## src/common/asrc_pkg.sv

```systemverilog
package asrc_pkg;
	localparam int ASRC_CLK_NS = 40;
	localparam int ASRC_AW = 15;
	localparam int ASRC_DW = 8;
	// Grade select: 0 = 55 ns part, 1 = 70 ns part
	localparam int ASRC_GRADE_FAST = 0;
	localparam int ASRC_GRADE_SLOW = 1;
	// Minimum times in ns, per grade
	localparam int ASRC_RC_NS_F = 55;
	localparam int ASRC_RC_NS_S = 70;
	localparam int ASRC_AA_NS_F = 55;
	localparam int ASRC_AA_NS_S = 70;
	localparam int ASRC_OE_NS_F = 25;
	localparam int ASRC_OE_NS_S = 35;
	localparam int ASRC_AW_NS_F = 45;
	localparam int ASRC_AW_NS_S = 60;
	localparam int ASRC_SD_NS_F = 25;
	localparam int ASRC_SD_NS_S = 30;
	localparam int ASRC_HZWE_NS_F = 20;
	localparam int ASRC_HZWE_NS_S = 25;
	localparam int ASRC_HZOE_NS_F = 20;
	localparam int ASRC_HZOE_NS_S = 25;
	localparam int ASRC_PWE_NS_F = 40;
	localparam int ASRC_PWE_NS_S = 50;
	localparam int ASRC_CNT_W = 4;
	localparam logic [ASRC_CNT_W-1:0] ASRC_CNT_ONE = 4'h1;

	// Round a least time up to whole cycles, never below one
	function automatic logic [ASRC_CNT_W-1:0] asrc_cyc(input int ns);
		int c;
		c = (ns + ASRC_CLK_NS - 1) / ASRC_CLK_NS;
		if (c < 1) c = 1;
		return c[ASRC_CNT_W-1:0];
	endfunction

	function automatic int asrc_sel(input int grade, input int f, input int s);
		return (grade == ASRC_GRADE_SLOW) ? s : f;
	endfunction

	typedef enum logic [2:0] {
		ASRC_IDLE = 3'b000,
		ASRC_RD_ACC = 3'b001,
		ASRC_RD_END = 3'b010,
		ASRC_WR_TURN = 3'b011,
		ASRC_WR_PULSE = 3'b100,
		ASRC_WR_END = 3'b101,
		ASRC_RECOVER = 3'b110
	} asrc_state_t;
endpackage

```

## src/hw/asrc_sync.sv

```systemverilog
module asrc_sync #(
	parameter int W = 8
) (
	input wire logic core_clk,
	input wire logic rst,
	input wire logic [W-1:0] din,
	output logic [W-1:0] dout
);
	logic [W-1:0] s1;
	logic [W-1:0] s2;
	logic [W-1:0] s3;
	// Value accepted only once second and third stage agree
	always_ff @(posedge core_clk or posedge rst) begin
		if (rst) begin
			s1 <= '0;
			s2 <= '0;
			s3 <= '0;
			dout <= '0;
		end else begin
			s1 <= din;
			s2 <= s1;
			s3 <= s2;
			if (s2 == s3) begin
				dout <= s3;
			end
		end
	end
endmodule

```

## src/hw/asrc_host.sv

```systemverilog
// Functional notes
// - Write begins when both low; first to rise ends it.
// - Data setup and hold are timed to the ending rising edge.
// - Write data valid 25/30 ns before write end, held after.
// - Address stable 45/60 ns before write window ends.
// - Address changes only before write window opens.
// - Address held unchanged until write window has closed.
// - With output enable low, strobe pulse covers turnoff plus data setup.
// - Controller never drives bus while memory may still be driving.
// - Write strobe stays high throughout every read.
// - Address valid no later than select falling on reads.
module asrc_host #(
	parameter int GRADE = asrc_pkg::ASRC_GRADE_FAST
) (
	input wire logic core_clk,
	input wire logic rst,
	input wire logic req_valid,
	output logic req_ready,
	input wire logic req_write,
	input wire logic [asrc_pkg::ASRC_AW-1:0] req_addr,
	input wire logic [asrc_pkg::ASRC_DW-1:0] req_wdata,
	output logic rsp_valid,
	output logic [asrc_pkg::ASRC_DW-1:0] rsp_rdata,
	output logic [asrc_pkg::ASRC_AW-1:0] word_address,
	output logic select_n,
	output logic out_enable_n,
	output logic write_strobe_n,
	input wire logic [asrc_pkg::ASRC_DW-1:0] shared_data_bus_in,
	output logic [asrc_pkg::ASRC_DW-1:0] shared_data_bus_out,
	output logic shared_data_bus_oe
);
	// Whole timing set follows the grade
	localparam logic [asrc_pkg::ASRC_CNT_W-1:0] RD_CYC = asrc_pkg::asrc_cyc(
		asrc_pkg::asrc_sel(GRADE, asrc_pkg::ASRC_AA_NS_F, asrc_pkg::ASRC_AA_NS_S));
	localparam logic [asrc_pkg::ASRC_CNT_W-1:0] OE_CYC = asrc_pkg::asrc_cyc(
		asrc_pkg::asrc_sel(GRADE, asrc_pkg::ASRC_OE_NS_F, asrc_pkg::ASRC_OE_NS_S));
	localparam logic [asrc_pkg::ASRC_CNT_W-1:0] HZOE_CYC = asrc_pkg::asrc_cyc(
		asrc_pkg::asrc_sel(GRADE, asrc_pkg::ASRC_HZOE_NS_F, asrc_pkg::ASRC_HZOE_NS_S));
	localparam logic [asrc_pkg::ASRC_CNT_W-1:0] HZWE_CYC = asrc_pkg::asrc_cyc(
		asrc_pkg::asrc_sel(GRADE, asrc_pkg::ASRC_HZWE_NS_F, asrc_pkg::ASRC_HZWE_NS_S));
	localparam int PWE_NS = asrc_pkg::asrc_sel(GRADE, asrc_pkg::ASRC_PWE_NS_F, asrc_pkg::ASRC_PWE_NS_S);
	localparam int AW_NS = asrc_pkg::asrc_sel(GRADE, asrc_pkg::ASRC_AW_NS_F, asrc_pkg::ASRC_AW_NS_S);
	localparam int SD_NS = asrc_pkg::asrc_sel(GRADE, asrc_pkg::ASRC_SD_NS_F, asrc_pkg::ASRC_SD_NS_S);
	localparam int HZWE_NS = asrc_pkg::asrc_sel(GRADE, asrc_pkg::ASRC_HZWE_NS_F, asrc_pkg::ASRC_HZWE_NS_S);
	// Pulse must cover pulse width, address window and turnoff plus setup
	localparam int WP_A = (PWE_NS > AW_NS) ? PWE_NS : AW_NS;
	localparam int WP_NS = (WP_A > HZWE_NS + SD_NS) ? WP_A : HZWE_NS + SD_NS;
	localparam logic [asrc_pkg::ASRC_CNT_W-1:0] WP_CYC = asrc_pkg::asrc_cyc(WP_NS);
	localparam logic [asrc_pkg::ASRC_CNT_W-1:0] CYC_MIN = asrc_pkg::asrc_cyc(
		asrc_pkg::asrc_sel(GRADE, asrc_pkg::ASRC_RC_NS_F, asrc_pkg::ASRC_RC_NS_S));

	// Read data arrives from the pin, so it is resynchronised
	logic [asrc_pkg::ASRC_DW-1:0] bus_sync;
	asrc_sync #(
		.W(asrc_pkg::ASRC_DW)
	) u_sync (
		.core_clk(core_clk),
		.rst(rst),
		.din(shared_data_bus_in),
		.dout(bus_sync)
	);

	asrc_pkg::asrc_state_t state;
	asrc_pkg::asrc_state_t next_state;
	logic [asrc_pkg::ASRC_CNT_W-1:0] cnt;
	logic [asrc_pkg::ASRC_CNT_W-1:0] next_cnt;
	logic [asrc_pkg::ASRC_CNT_W-1:0] span;
	logic [asrc_pkg::ASRC_CNT_W-1:0] next_span;
	logic is_write;
	logic [asrc_pkg::ASRC_DW-1:0] wdata;

	localparam logic [asrc_pkg::ASRC_CNT_W-1:0] ASRC_ZERO = '0;
	// Sync latency before read data is trusted
	localparam logic [asrc_pkg::ASRC_CNT_W-1:0] SYNC_CYC = 4'h3;
	// Select and enable fall together, so the slower path sets the wait
	localparam logic [asrc_pkg::ASRC_CNT_W-1:0] ACC_CYC = (RD_CYC > OE_CYC) ? RD_CYC : OE_CYC;
	localparam logic [asrc_pkg::ASRC_CNT_W-1:0] RD_WAIT = ACC_CYC + SYNC_CYC;

	// Phase decodes shared by several pin terms
	function automatic logic rd_phase(input asrc_pkg::asrc_state_t s);
		return (s == asrc_pkg::ASRC_RD_ACC) || (s == asrc_pkg::ASRC_RD_END);
	endfunction

	function automatic logic wr_phase(input asrc_pkg::asrc_state_t s);
		return (s == asrc_pkg::ASRC_WR_PULSE);
	endfunction

	function automatic logic drv_phase(input asrc_pkg::asrc_state_t s);
		return (s == asrc_pkg::ASRC_WR_PULSE) || (s == asrc_pkg::ASRC_WR_END);
	endfunction

	wire cnt_done = (cnt == ASRC_ZERO);
	wire take = req_valid && req_ready;

	// Remaining spacing so that the whole access spans the cycle time
	wire span_met = (span >= CYC_MIN);
	wire [asrc_pkg::ASRC_CNT_W-1:0] rest = span_met ? asrc_pkg::ASRC_CNT_ONE : CYC_MIN - span;

	// Counter parks at zero rather than wrapping
	wire [asrc_pkg::ASRC_CNT_W-1:0] cnt_dec = cnt_done ? cnt : cnt - asrc_pkg::ASRC_CNT_ONE;
	wire [asrc_pkg::ASRC_CNT_W-1:0] span_inc = span + asrc_pkg::ASRC_CNT_ONE;

	assign req_ready = (state == asrc_pkg::ASRC_IDLE);

	always_comb begin
		next_state = state;
		next_cnt = cnt_dec;
		next_span = span_inc;
		case (state)
			asrc_pkg::ASRC_IDLE: begin
				next_span = ASRC_ZERO;
				if (take && req_write) begin
					// Let the memory release the bus before driving it
					next_state = asrc_pkg::ASRC_WR_TURN;
					next_cnt = HZOE_CYC;
				end else if (take) begin
					next_state = asrc_pkg::ASRC_RD_ACC;
					next_cnt = RD_WAIT;
				end
			end
			asrc_pkg::ASRC_RD_ACC: begin
				if (cnt_done) begin
					next_state = asrc_pkg::ASRC_RD_END;
				end
			end
			asrc_pkg::ASRC_RD_END: begin
				next_state = asrc_pkg::ASRC_RECOVER;
				next_cnt = rest;
			end
			asrc_pkg::ASRC_WR_TURN: begin
				if (cnt_done) begin
					next_state = asrc_pkg::ASRC_WR_PULSE;
					next_cnt = WP_CYC;
				end
			end
			asrc_pkg::ASRC_WR_PULSE: begin
				if (cnt_done) begin
					next_state = asrc_pkg::ASRC_WR_END;
				end
			end
			asrc_pkg::ASRC_WR_END: begin
				next_state = asrc_pkg::ASRC_RECOVER;
				next_cnt = rest;
			end
			asrc_pkg::ASRC_RECOVER: begin
				if (cnt_done) begin
					next_state = asrc_pkg::ASRC_IDLE;
				end
			end
			default: begin
				next_state = asrc_pkg::ASRC_IDLE;
				next_cnt = ASRC_ZERO;
			end
		endcase
	end

	// Pin decode, registered below so pins never glitch
	wire next_rd = rd_phase(next_state);
	wire next_wr = wr_phase(next_state);
	wire next_sel = next_rd || next_wr;
	wire next_oe = next_rd;
	// Strobe low only in the pulse; select falls and rises with it, so both end the write together
	wire next_we = next_wr;
	// Data driven from turnaround end through one cycle past the ending edge
	wire next_drv = drv_phase(next_state);

	always_ff @(posedge core_clk or posedge rst) begin
		if (rst) begin
			state <= asrc_pkg::ASRC_IDLE;
			cnt <= '0;
			span <= '0;
		end else begin
			state <= next_state;
			cnt <= next_cnt;
			span <= next_span;
		end
	end

	// Address and data latched at acceptance only, so they stay put
	// across the whole window
	always_ff @(posedge core_clk or posedge rst) begin
		if (rst) begin
			word_address <= '0;
			wdata <= '0;
			is_write <= 1'b0;
		end else if (take) begin
			word_address <= req_addr;
			wdata <= req_wdata;
			is_write <= req_write;
		end
	end

	always_ff @(posedge core_clk or posedge rst) begin
		if (rst) begin
			select_n <= 1'b1;
			out_enable_n <= 1'b1;
			write_strobe_n <= 1'b1;
			shared_data_bus_oe <= 1'b0;
			shared_data_bus_out <= '0;
		end else begin
			select_n <= !next_sel;
			out_enable_n <= !next_oe;
			write_strobe_n <= !next_we;
			shared_data_bus_oe <= next_drv;
			shared_data_bus_out <= next_drv ? wdata : '0;
		end
	end

	always_ff @(posedge core_clk or posedge rst) begin
		if (rst) begin
			rsp_valid <= 1'b0;
			rsp_rdata <= '0;
		end else begin
			rsp_valid <= (state == asrc_pkg::ASRC_RD_END) && !is_write;
			// Sampled only at read end, after the full access and sync wait
			if (state == asrc_pkg::ASRC_RD_END) begin
				rsp_rdata <= bus_sync;
			end
		end
	end
endmodule

```

## config.mk

```make
export PLATFORM = sky130hd
export DESIGN_NAME = asrc_host
export DESIGN_NICKNAME = d
export VERILOG_FILES = /design/src/common/asrc_pkg.sv /design/src/hw/asrc_sync.sv /design/src/hw/asrc_host.sv
export SDC_FILE = /design/constraint.sdc
export NUM_CORES = 1
export LEC_CHECK = 0
export BUFFER_PORTS_ARGS = -buffer_cell sky130_fd_sc_hd__buf_2
export CAP_MARGIN = 40
export CORE_ASPECT_RATIO = 1.2
export CORE_MARGIN = 2
export CORE_UTILIZATION = 53
export DETAILED_ROUTE_END_ITERATION = 10
export PLACE_DENSITY = 0.77
export SYNTH_ARGS = -nofsm -noshare
export SYNTH_HDL_FRONTEND = slang
export SYNTH_HIERARCHICAL = 1
export SYNTH_SLANG_ARGS = --single-unit
```

## constraint.sdc

```tcl
create_clock -name core_clk -period 2.3 [get_ports core_clk]
set_input_delay 0.345 -clock core_clk [delete_from_list [all_inputs] [get_ports core_clk]]
set_output_delay 0.345 -clock core_clk [all_outputs]
set_load 0.02 [all_outputs]
```

---- After elaboration in Yosys (flattened, before gate mapping) ----
Cells that the tools add are included.
cells by class
  reduce and logical (&&, ||, !) cells .... 14
  equal/unequal tests ..................... 11
  add/subtract/negate cells ............... 3
  order comparisons ....................... 1
  muxes and demuxes ....................... 15
operators with widths
  cell                                                               number
  2-to-1 mux 4 bit                                                   6
  2-to-1 mux 3 bit                                                   6
  case mux 3 bit (6 select lines)                                    1
  case mux 4 bit (4 select lines)                                    1
  == test 3 bit, second input constant                               5
  == test 3 x 2 -> 1 bit, second input constant                      3
  == test 8 bit                                                      1
  2-to-1 mux 8 bit                                                   1
  == test 3 x 1 -> 1 bit, second input constant                      2
  adder 4 x 1 -> 4 bit, second input constant                        1
  greater-or-equal comparator 4 x 2 -> 1 bit, second input constant  1
  zero test 1 bit                                                    4
  zero test 4 bit                                                    1
  subtractor 2 x 4 -> 4 bit, first input constant                    1
  subtractor 4 x 1 -> 4 bit, second input constant                   1
  logical AND 1 bit                                                  3
  zero test 3 bit                                                    1
  logical OR 1 bit                                                   3
  OR reduction 3 bit                                                 1
  OR reduction 2 bit                                                 1
storage, ports and cells
  register bits after elaboration ......... 88
  word-level logic and storage cells ...... 61
  output and inout port bits .............. 37
  input bits .............................. 35

---- Depth between registers and ports, before layout ----
Gate-level depths: netlist (run 1).
  word-level depth ........................ 9
  gate-level depth with buffers ........... 9
  mapped depth without buffers ............ 9

---- Hierarchy ----
The synthesis (run 1) kept the hierarchy.
by module, submodules not included
  module     instances  sequential area each (um^2)  cells an instance  area an instance (um^2)
  asrc_host  1          1,405.1                      177                2,368.5
  asrc_sync  1          800.8                        52                 980.9

---- Least setup slack after synthesis (run 1) ----
OpenSTA, ideal clock, no wires.
  path kind ............................... register to register
  start point ............................. register cnt[0] (netlist bit)
  end point ............................... register cnt[0] (netlist bit)
  data required time ...................... 2.182 ns
  arrival ................................. 1.782 ns
  stages on the path, launching flop included .. 10
  clock period less this slack ............ 1.900 ns
  library setup time ...................... 0.118 ns
  slack ................................... 0.400 ns
  buffers on the path ..................... 0
  cell sequence ........................... dfrtp_1 -> inv_1 -> ha_1 -> nor3b_4 -> inv_2 -> ha_1 -> a21oi_1 -> a31oi_1 -> o22ai_1 -> a21o_1
between the ends
  longest elaborated chain between the ends .. 5
  elaborated cells on any way between the ends .. 7
  those cells by class .................... 1 x add/sub; 5 x mux; 1 x reduce/logical
RTL lines
  what                                                                 RTL line                           text
  start, declared                                                      asrc_host.sv:65                    logic [asrc_pkg::ASRC_CNT_W-1:0] cnt;
  start signal, assigned                                               asrc_host.sv:174                   cnt <= next_cnt;
  subtractor 4 x 1 -> 4 bit / zero test 4 bit (equally long branches)  asrc_host.sv:100, asrc_host.sv:92
  2-to-1 mux 4 bit                                                     asrc_host.sv:100                   wire [asrc_pkg::ASRC_CNT_W-1:0] cnt_dec = cnt_done ? cnt : cnt - asrc_pkg::ASRC_CNT_ONE;
  2-to-1 mux 4 bit                                                     asrc_host.sv:116                   end else if (take) begin
  2-to-1 mux 4 bit                                                     asrc_host.sv:112                   if (take && req_write) begin
  case mux 4 bit (4 select lines) (*)                                  asrc_host.sv:109                   case (state)
  named net next_cnt (one bit)                                         asrc_host.sv:66                    logic [asrc_pkg::ASRC_CNT_W-1:0] next_cnt;
The timed path passes the listed nets; every way through them passes the cells marked *.
A chain may end at the register's enable or synchronous reset.

---- Final worst setup path (run 1) ----
  start point ............................. register cnt[0] (netlist bit)
  end point ............................... register select_n
between the ends
  longest elaborated chain between the ends .. 7
  elaborated cells on any way between the ends .. 12
  those cells by class .................... 3 x eq/ne; 5 x mux; 4 x reduce/logical
RTL lines
  what                                                                     RTL line          text
  zero test 4 bit (*)                                                      asrc_host.sv:92   wire cnt_done = (cnt == ASRC_ZERO);
  2-to-1 mux 3 bit (on tied branches)                                      n/a
  case mux 3 bit (6 select lines) (*)                                      asrc_host.sv:109
  named net next_state[1]                                                  asrc_host.sv:64   asrc_pkg::asrc_state_t next_state;
  == test 3 x 1 -> 1 bit / == test 3 x 2 -> 1 bit (equally long branches)  asrc_host.sv:81   return (s == asrc_pkg::ASRC_RD_ACC) || (s == asrc_pkg::ASRC_RD_END);
  logical OR 1 bit                                                         asrc_host.sv:81
  logical OR 1 bit (*)                                                     asrc_host.sv:160  wire next_sel = next_rd || next_wr;
  zero test 1 bit (*)                                                      asrc_host.sv:201  select_n <= !next_sel;
  end signal, assigned                                                     asrc_host.sv:201
  end, declared                                                            asrc_host.sv:25   output logic select_n,
Marked as above.

==> summary.md, run 1 <==
| Metric | Value |
|---|---|
| Status | `finished clean` |
| Fillcell total | `451` |
| Worst-Margin Slew | `0.673 ns` |
| TritonCTS clock tree | `built` |
| Site Rows | `31` |
| Max-slew violation count | `0` |
| CP max-delay cell | `maj3_1` |
| Worst r2r src | `cnt[0]` |
| CTS Buf Count | `9` |
| Highest clock rate | `504 MHz` |
| Core box area | `0.00609 mm²` |
| Main combinational cell family by area after synthesis | `multiplexers` |
| Worst vdd ir | `732 µV` |
| Via count | `2000` |
| Vias in the first global route | `2070` |
| Critical Path Sink Type | `flop` |
| GR Util met1 | `20.6%` |
| Unrepaired setup endpoints after global routing | `no` |
| Initial Util | `55.0%` |
| Largest net degree at the start of global routing | `56` |
| Hold_buf cts | `1` |
| Layout Nets | `350` |
| PwrDens | `1410 mW/mm²` |
| Later-pin clock latency in the skew report | `0.35 ns` |
| Synth Area in Compound Gates | `5.75%` |
| Yosys Warn Count | `6` |
| Post-synthesis register bit count | `88` |
| Routed wire per std cell | `14.0 µm` |
| Ys async rst share | `100%` |
| Library cells used by synthesis | `42` |
| Met2 usage | `31.2%` |
| Synth Area in XOR/XNOR | `2.88%` |
| Setup crit start kind | `flop` |
| Post-cts sizing count | `0` |
| Slew headroom | `55.2%` |
| First-pass GRT wire length | `9540 µm` |
| DR vias/cell | `5.03` |
| Post-synthesis simple-gate area fraction | `7.25%` |
| Synth Flop Type | `dfrtp_1` |
| TNS Setup | `0 ns` |
| Worst reg2reg endpoint | `select_n` |
| Post-CTS setup buffers | `0` |
| Clk_skew | `0.00958 ns` |
| CTS max path bufs | `2` |
| Min-delay worst type | `primary input to flop` |
| Max incr delay on CP | `0.38 ns` |
| Fin cells | `398` |
| Diode count | `0` |
| Clock-pin slew on the worst setup and hold paths | `0.09 ns` |
| Synthesized cell area | `0.00335 mm²` |
| Crit Path Class | `flop to flop` |
| Initial antenna violation count | `0` |
| R2R Setup Slk | `0.32 ns` |
| Post-Synthesis Cells | `229` |
| CP max FO | `6` |
| Total die area | `0.00697 mm²` |
| Post-route ant nets | `0` |
| Initial DRT Pass Iterations | `4` |
| IO Pins | `72` |
| Max-cap violations | `0` |
| CTS sink count | `88` |
| Avg Inst Size Synth | `14.6 µm²` |
| WL final | `5560 µm` |
| # setup viols final | `0` |
| Register area share after synthesis | `65.9%` |
| Met3 Use GR | `3.98%` |
| HPWL Detailed | `3790 µm` |
| LEAKAGE | `2.03 nW` |
| Final hold vios | `0` |
| Placed Instances | `381` |
| Period utilization | `86.2%` |
| Minimum clock period | `1.98 ns` |
| Syn_nets | `268` |
| Cell Chain, Critical Path | `inv_1 -> ha_1 -> nor3b_4 -> buf_4 -> maj3_1 -> o211ai_2 -> xor2_1 -> a21boi_1` |
| Total Power | `5.78 mW` |
| Die H | `91.1 µm` |
| CTS root buffer | `clkbuf_8` |
| Reg2Reg Depth | `8` |
| Htree depth | `3` |
| Critical Path RT | `2.57 ns` |
| Crit path to | `select_n` |
| Layout cells sized above 1 | `37.7%` |
| Overflow after GRT | `0` |
| Data arrival, critical path | `2.26 ns` |
| Adder-cell share of the synthesized area | `1.79%` |
| Total Routing Usage GR | `18.0%` |
| Final GP Congestion | `0.912` |
| Die X | `76.6 µm` |
| Port Buffers | `71` |
| DRT iter0 DRCs | `124` |
| EDFF count, synth | `0` |
| DRC viols | `0` |
| Layout area overhead | `21.9%` |
| Post-synthesis mux area share | `13.7%` |
| Most used routing layer | `met2` |
| Crit path from | `cnt[0]` |
how the worst min path moves through the flow:
stage                          start            to  slack, ns  cells after the start
2_1_floorplan           u_sync/s1[0]  u_sync/s2[0]       0.33                      0
3_3_place_gp                     rst  rsp_rdata[1]       0.20                      2
3_5_place_dp                     rst  rsp_rdata[1]       0.20                      2
4_1_cts        shared_data_bus_in[1]  u_sync/s1[1]       0.08                      1
5_1_grt        shared_data_bus_in[1]  u_sync/s1[1]       0.07                      1
6_report       shared_data_bus_in[1]  u_sync/s1[1]        0.1                      1
sequential cells by signal (all words and copies together), names as in the netlist:
register             count
cnt                      4
is_write                 1
out_enable_n             1
rsp_rdata                8
rsp_valid                1
select_n                 1
shared_data_bus_oe       1
shared_data_bus_out      8
span                     4
state                    3
u_sync/dout              8
u_sync/s1                8
u_sync/s2                8
u_sync/s3                8
wdata                    8
word_address            15
write_strobe_n           1
synthesized netlist by cell type, types with 3 or more instances:
master,count,share of area (%)
dfrtp_1,85,64
mux2_2,13,4.4
inv_1,9,1.0
nand2_1,7,0.78
a21oi_1,6,0.90
nand3_1,3,0.45
o21ai_0,6,0.90
mux2_1,27,9.1
o22ai_1,3,0.56
inv_2,3,0.34
ha_1,4,1.5
dfstp_2,3,2.4
buf_4,3,0.67
xor2_1,10,2.6
nor2_1,9,1.0
nor2b_1,10,1.9
cells by family (layout without fill, tap and decap cells):
family / after synthesis / after routing
AOI/OAI and AO/OA: 24 / 24
DFF: 88 / 88
muxes: 41 / 41
adders and majority gates: 5 / 5
xor gates and xnor gates: 11 / 11
buffers and inverters: 18 / 105
and+or+nand+nor: 42 / 42
metal layers:
metal / up-vias / routed length, µm
met4: 0 / 116
met1: 987 / 2180
met5: - / 0
met3: 7 / 233
met2: 61 / 3030
li1: 945 / -
area by class of cell:
class | count | area (µm²) | share of cell area, %
timing repair buffer | 77 | 403 | 9.87
clock buffer | 10 | 138 | 3.37
sequential | 88 | 2210 | 54.0
tap | 82 | 103 | 2.51
clock inverter | 6 | 138 | 3.37
inverter | 12 | 45.0 | 1.10
multi-input combinational | 123 | 1050 | 25.8
critical path: cells and delay by family, from the launching register on:
kind,cells,cell delay (ns)
buffers and inverters,2,0.24
AO/OA/AOI/OAI,2,0.30
flip-flops,1,0.37
AND/OR/NAND/NOR,1,0.17
XOR/XNOR,1,0.21
adder cells (fa/ha/maj),2,0.62
report_power, final:
group / internal [mW] / switching, mW / total (mW)
clock: 0.866 / 0.535 / 1.40
combinational: 0.859 / 1.15 / 2.01
sequential: 2.06 / 0.309 / 2.37
cells in the final DEF (no fill, tap or decap), drive strengths merged, types with 3 or more instances in the layout:
| master | netlist | routed |
|---|---|---|
| dfrtp | 85 | 85 |
| buf | 5 | 76 |
| mux2 | 40 | 40 |
| inv | 12 | 13 |
| nor2b | 10 | 10 |
| xor2 | 10 | 10 |
| clkbuf | 1 | 10 |
| nor2 | 9 | 9 |
| nand2 | 8 | 8 |
| o21ai | 6 | 6 |
| a21oi | 6 | 6 |
| ha | 4 | 4 |
| bufinv | 0 | 4 |
| nand3 | 3 | 3 |
| o22ai | 3 | 3 |
| dfstp | 3 | 3 |
per-stage QoR:
step                      worst slack [ns]  instance area (µm²)  hold slack [ns]  utilization (%)
after floorplan                      0.400                 3350            0.331                -
after global placement               0.485                 3800            0.195             62.4
after detailed placement             0.374                 3800            0.197             62.4
after CTS                            0.335                 4080           0.0802             67.1
after global routing                 0.210                 4080           0.0727             67.1
final                                0.316                 4080           0.0954             67.1
Power figures use the tool's default switching activity.
==> run 2, diff against run 1 <==
--- a/config.mk
+++ b/config.mk
@@ -14,5 +14,4 @@
 export PLACE_DENSITY = 0.77
 export SYNTH_ARGS = -nofsm -noshare
 export SYNTH_HDL_FRONTEND = slang
-export SYNTH_HIERARCHICAL = 1
 export SYNTH_SLANG_ARGS = --single-unit
==> summary.md, run 2 <==
| Metric | Value |
|---|---|
| Status | `finished clean` |
| Worst-Margin Slew | `0.558 ns` |
| Clk_skew | `0.00625 ns` |
| CTS Buf Count | `9` |
| Data arrival, critical path | `2.31 ns` |
| Pre-CTS WS | `0.259 ns` |
| Site Rows | `31` |
| Minimum clock period | `2.09 ns` |
| Total die area | `0.00695 mm²` |
| Core box area | `0.00605 mm²` |
| Layout area overhead | `19.8%` |
| Port Buffers | `71` |
| Highest clock rate | `479 MHz` |
| Hold_buf cts | `0` |
| Register area share after synthesis | `66.1%` |
| Fillcell total | `479` |
| Total Power | `5.50 mW` |
| Setup crit start kind | `flop` |
| Synthesized cell area | `0.00334 mm²` |
| Syn_nets | `264` |
| Share of the synthesized area in the top cell type | `63.8%` |
| Cells taking the most area after synthesis | `dfrtp_1, mux2_2, dfstp_2` |
| TNS Setup | `0 ns` |
| Worst vdd ir | `760 µV` |
| Reg with most FFs | `word_address` |
| R2R Setup Slk | `0.21 ns` |
| Vias in the first global route | `2035` |
| CTS max path bufs | `2` |
| HPWL Detailed | `3950 µm` |
| Period utilization | `90.7%` |
| Later-pin clock latency in the skew report | `0.34 ns` |
| Final GP Congestion | `0.860` |
| Critical Path RT | `2.52 ns` |
| Top cells by count, synth | `dfrtp_1, mux2_2, inv_1` |
| Die H | `90.9 µm` |
| Cell Chain, Critical Path | `inv_1 -> ha_1 -> nor3b_4 -> inv_1 -> ha_1 -> a21oi_1 -> a31oi_1 -> o22ai_1 -> a21o_1` |
| DRC viols | `0` |
| Total Routing Usage GR | `17.5%` |
| Clock-pin slew on the worst setup and hold paths | `0.08 ns` |
| CP Depth | `9` |
| Worst r2r src | `cnt[0]` |
| IO Pins | `72` |
| LEAKAGE | `1.97 nW` |
| PwrDens | `1380 mW/mm²` |
| Via count | `1970` |
| CTS sink count | `88` |
| CTS root buffer | `clkbuf_8` |
| Initial DRT Pass Iterations | `4` |
| Routed wire per std cell | `14.2 µm` |
| Post-CTS setup buffers | `0` |
| Crit Path Class | `flop to flop` |
| Worst reg2reg endpoint | `cnt[0]` |
| Crit path from | `cnt[0]` |
| Layout cells sized above 1 | `45.3%` |
| CP Buf/Inv Count | `2` |
| Overflow after GRT | `0` |
| Reg2Reg Depth | `9` |
| Crit path to | `cnt[0]` |
| CP max FO | `6` |
| Synth Flop Type | `dfrtp_1` |
| Post-synthesis register bit count | `88` |
| Min-delay worst type | `primary input to asynchronous set/reset pin` |
| Critical Path Sink Type | `flop` |
| Most common cell after layout, fill and taps aside | `dfrtp_1` |
| DR vias/cell | `5.04` |
| Ys async rst share | `100%` |
| CP max-delay cell | `dfrtp_1` |
| Yosys Warn Count | `0` |
| Hold_ws | `0.0499 ns` |
| Initial Util | `55.1%` |
| Diode count | `0` |
| Commonest non-fill, non-tap cells in the layout | `dfrtp_1, buf_2, mux2_2, inv_1, clkbuf_8` |
| Layout Nets | `343` |
| Max incr delay on CP | `0.38 ns` |
| Slew headroom | `62.7%` |
| Most common cell in the synthesized netlist | `dfrtp_1` |
| Die X | `76.4 µm` |
| Cell family with most CP delay | `compound AO/OA/AOI/OAI gates` |
| Final hold vios | `0` |
| DRT iter0 DRCs | `40` |
| Post-route ant nets | `0` |
| Unrepaired setup endpoints after global routing | `no` |
| First-pass GRT wire length | `9460 µm` |
| Avg Inst Size Synth | `14.8 µm²` |
| Max-cap violations | `0` |
| Number of flip-flops in the largest register | `15` |
| Post-cts sizing count | `0` |
| # setup viols final | `0` |
| Library cells used by synthesis | `38` |
| Htree depth | `3` |
| Initial antenna violation count | `0` |
| TritonCTS clock tree | `built` |
| Final worst-path setup slack | `0.214 ns` |
| Synth area leader | `dfrtp_1` |
| Post-Synthesis Cells | `225` |
| Max-slew violation count | `0` |
| EDFF count, synth | `0` |
| Largest net degree at the start of global routing | `34` |
| WL final | `5570 µm` |
run 2: worst min path at each step:
| stage | from | end | slack, ns |
|---|---|---|---|
| after floorplan | u_sync.s1[0] | u_sync.s2[0] | 0.33 |
| after global routing | shared_data_bus_in[2] | u_sync.s1[2] | 0.08 |
| after global placement | u_sync.s1[2] | u_sync.s2[2] | 0.33 |
| final | rst | u_sync.s1[5] | 0.05 |
| after detailed placement | u_sync.s1[5] | u_sync.s2[5] | 0.33 |
| after CTS | rst | u_sync.s1[5] | 0.05 |
run 2: through the flow:
step	util, %	cell area (µm²)	std cells
2_1_floorplan	-	3340	225
3_3_place_gp	62.4	3770	375
3_5_place_dp	62.4	3770	375
4_1_cts	66.0	4000	391
5_1_grt	66.0	4000	391
6_report	66.0	4000	391
run 2: cell type report:
cell class	count	area (µm²)	area share, %
clock inverter	4	76.3	1.91
inverter	11	45.0	1.13
tap	82	103	2.57
timing repair buffer	74	403	10.1
multi-input combinational	120	1020	25.5
sequential	88	2210	55.2
clock buffer	12	145	3.63
run 2: per-layer routing:
metal / part of all wire (%) / vias up / wire [µm] / track usage (%)
met2: 52 / 59 / 2870 / 29.1
li1: - / 921 / - / -
met5: 0 / - / 0 / 0
met4: 2.1 / 0 / 116 / 8.64
met3: 5.5 / 11 / 309 / 4.70
met1: 41 / 979 / 2270 / 21.1
run 2: logic make-up after synthesis:
| logic type | synth area share [%] |
|---|---|
| DFF | 66.1 |
| and+or+nand+nor | 7.69 |
| muxes | 13.8 |
| AOI/OAI and AO/OA | 4.24 |
| buffers and inverters | 3.38 |
| xor gates and xnor gates | 2.89 |
| adders and majority gates | 1.84 |
run 2: report_power, final:
group          internal (mW)  switching, mW  total [mW]  leakage, nW
Clock                  0.647          0.513        1.16        0.107
Combinational          0.882           1.08        1.96        0.776
Sequential              2.06          0.314        2.37         1.09
Total                   3.59           1.91        5.50         1.97
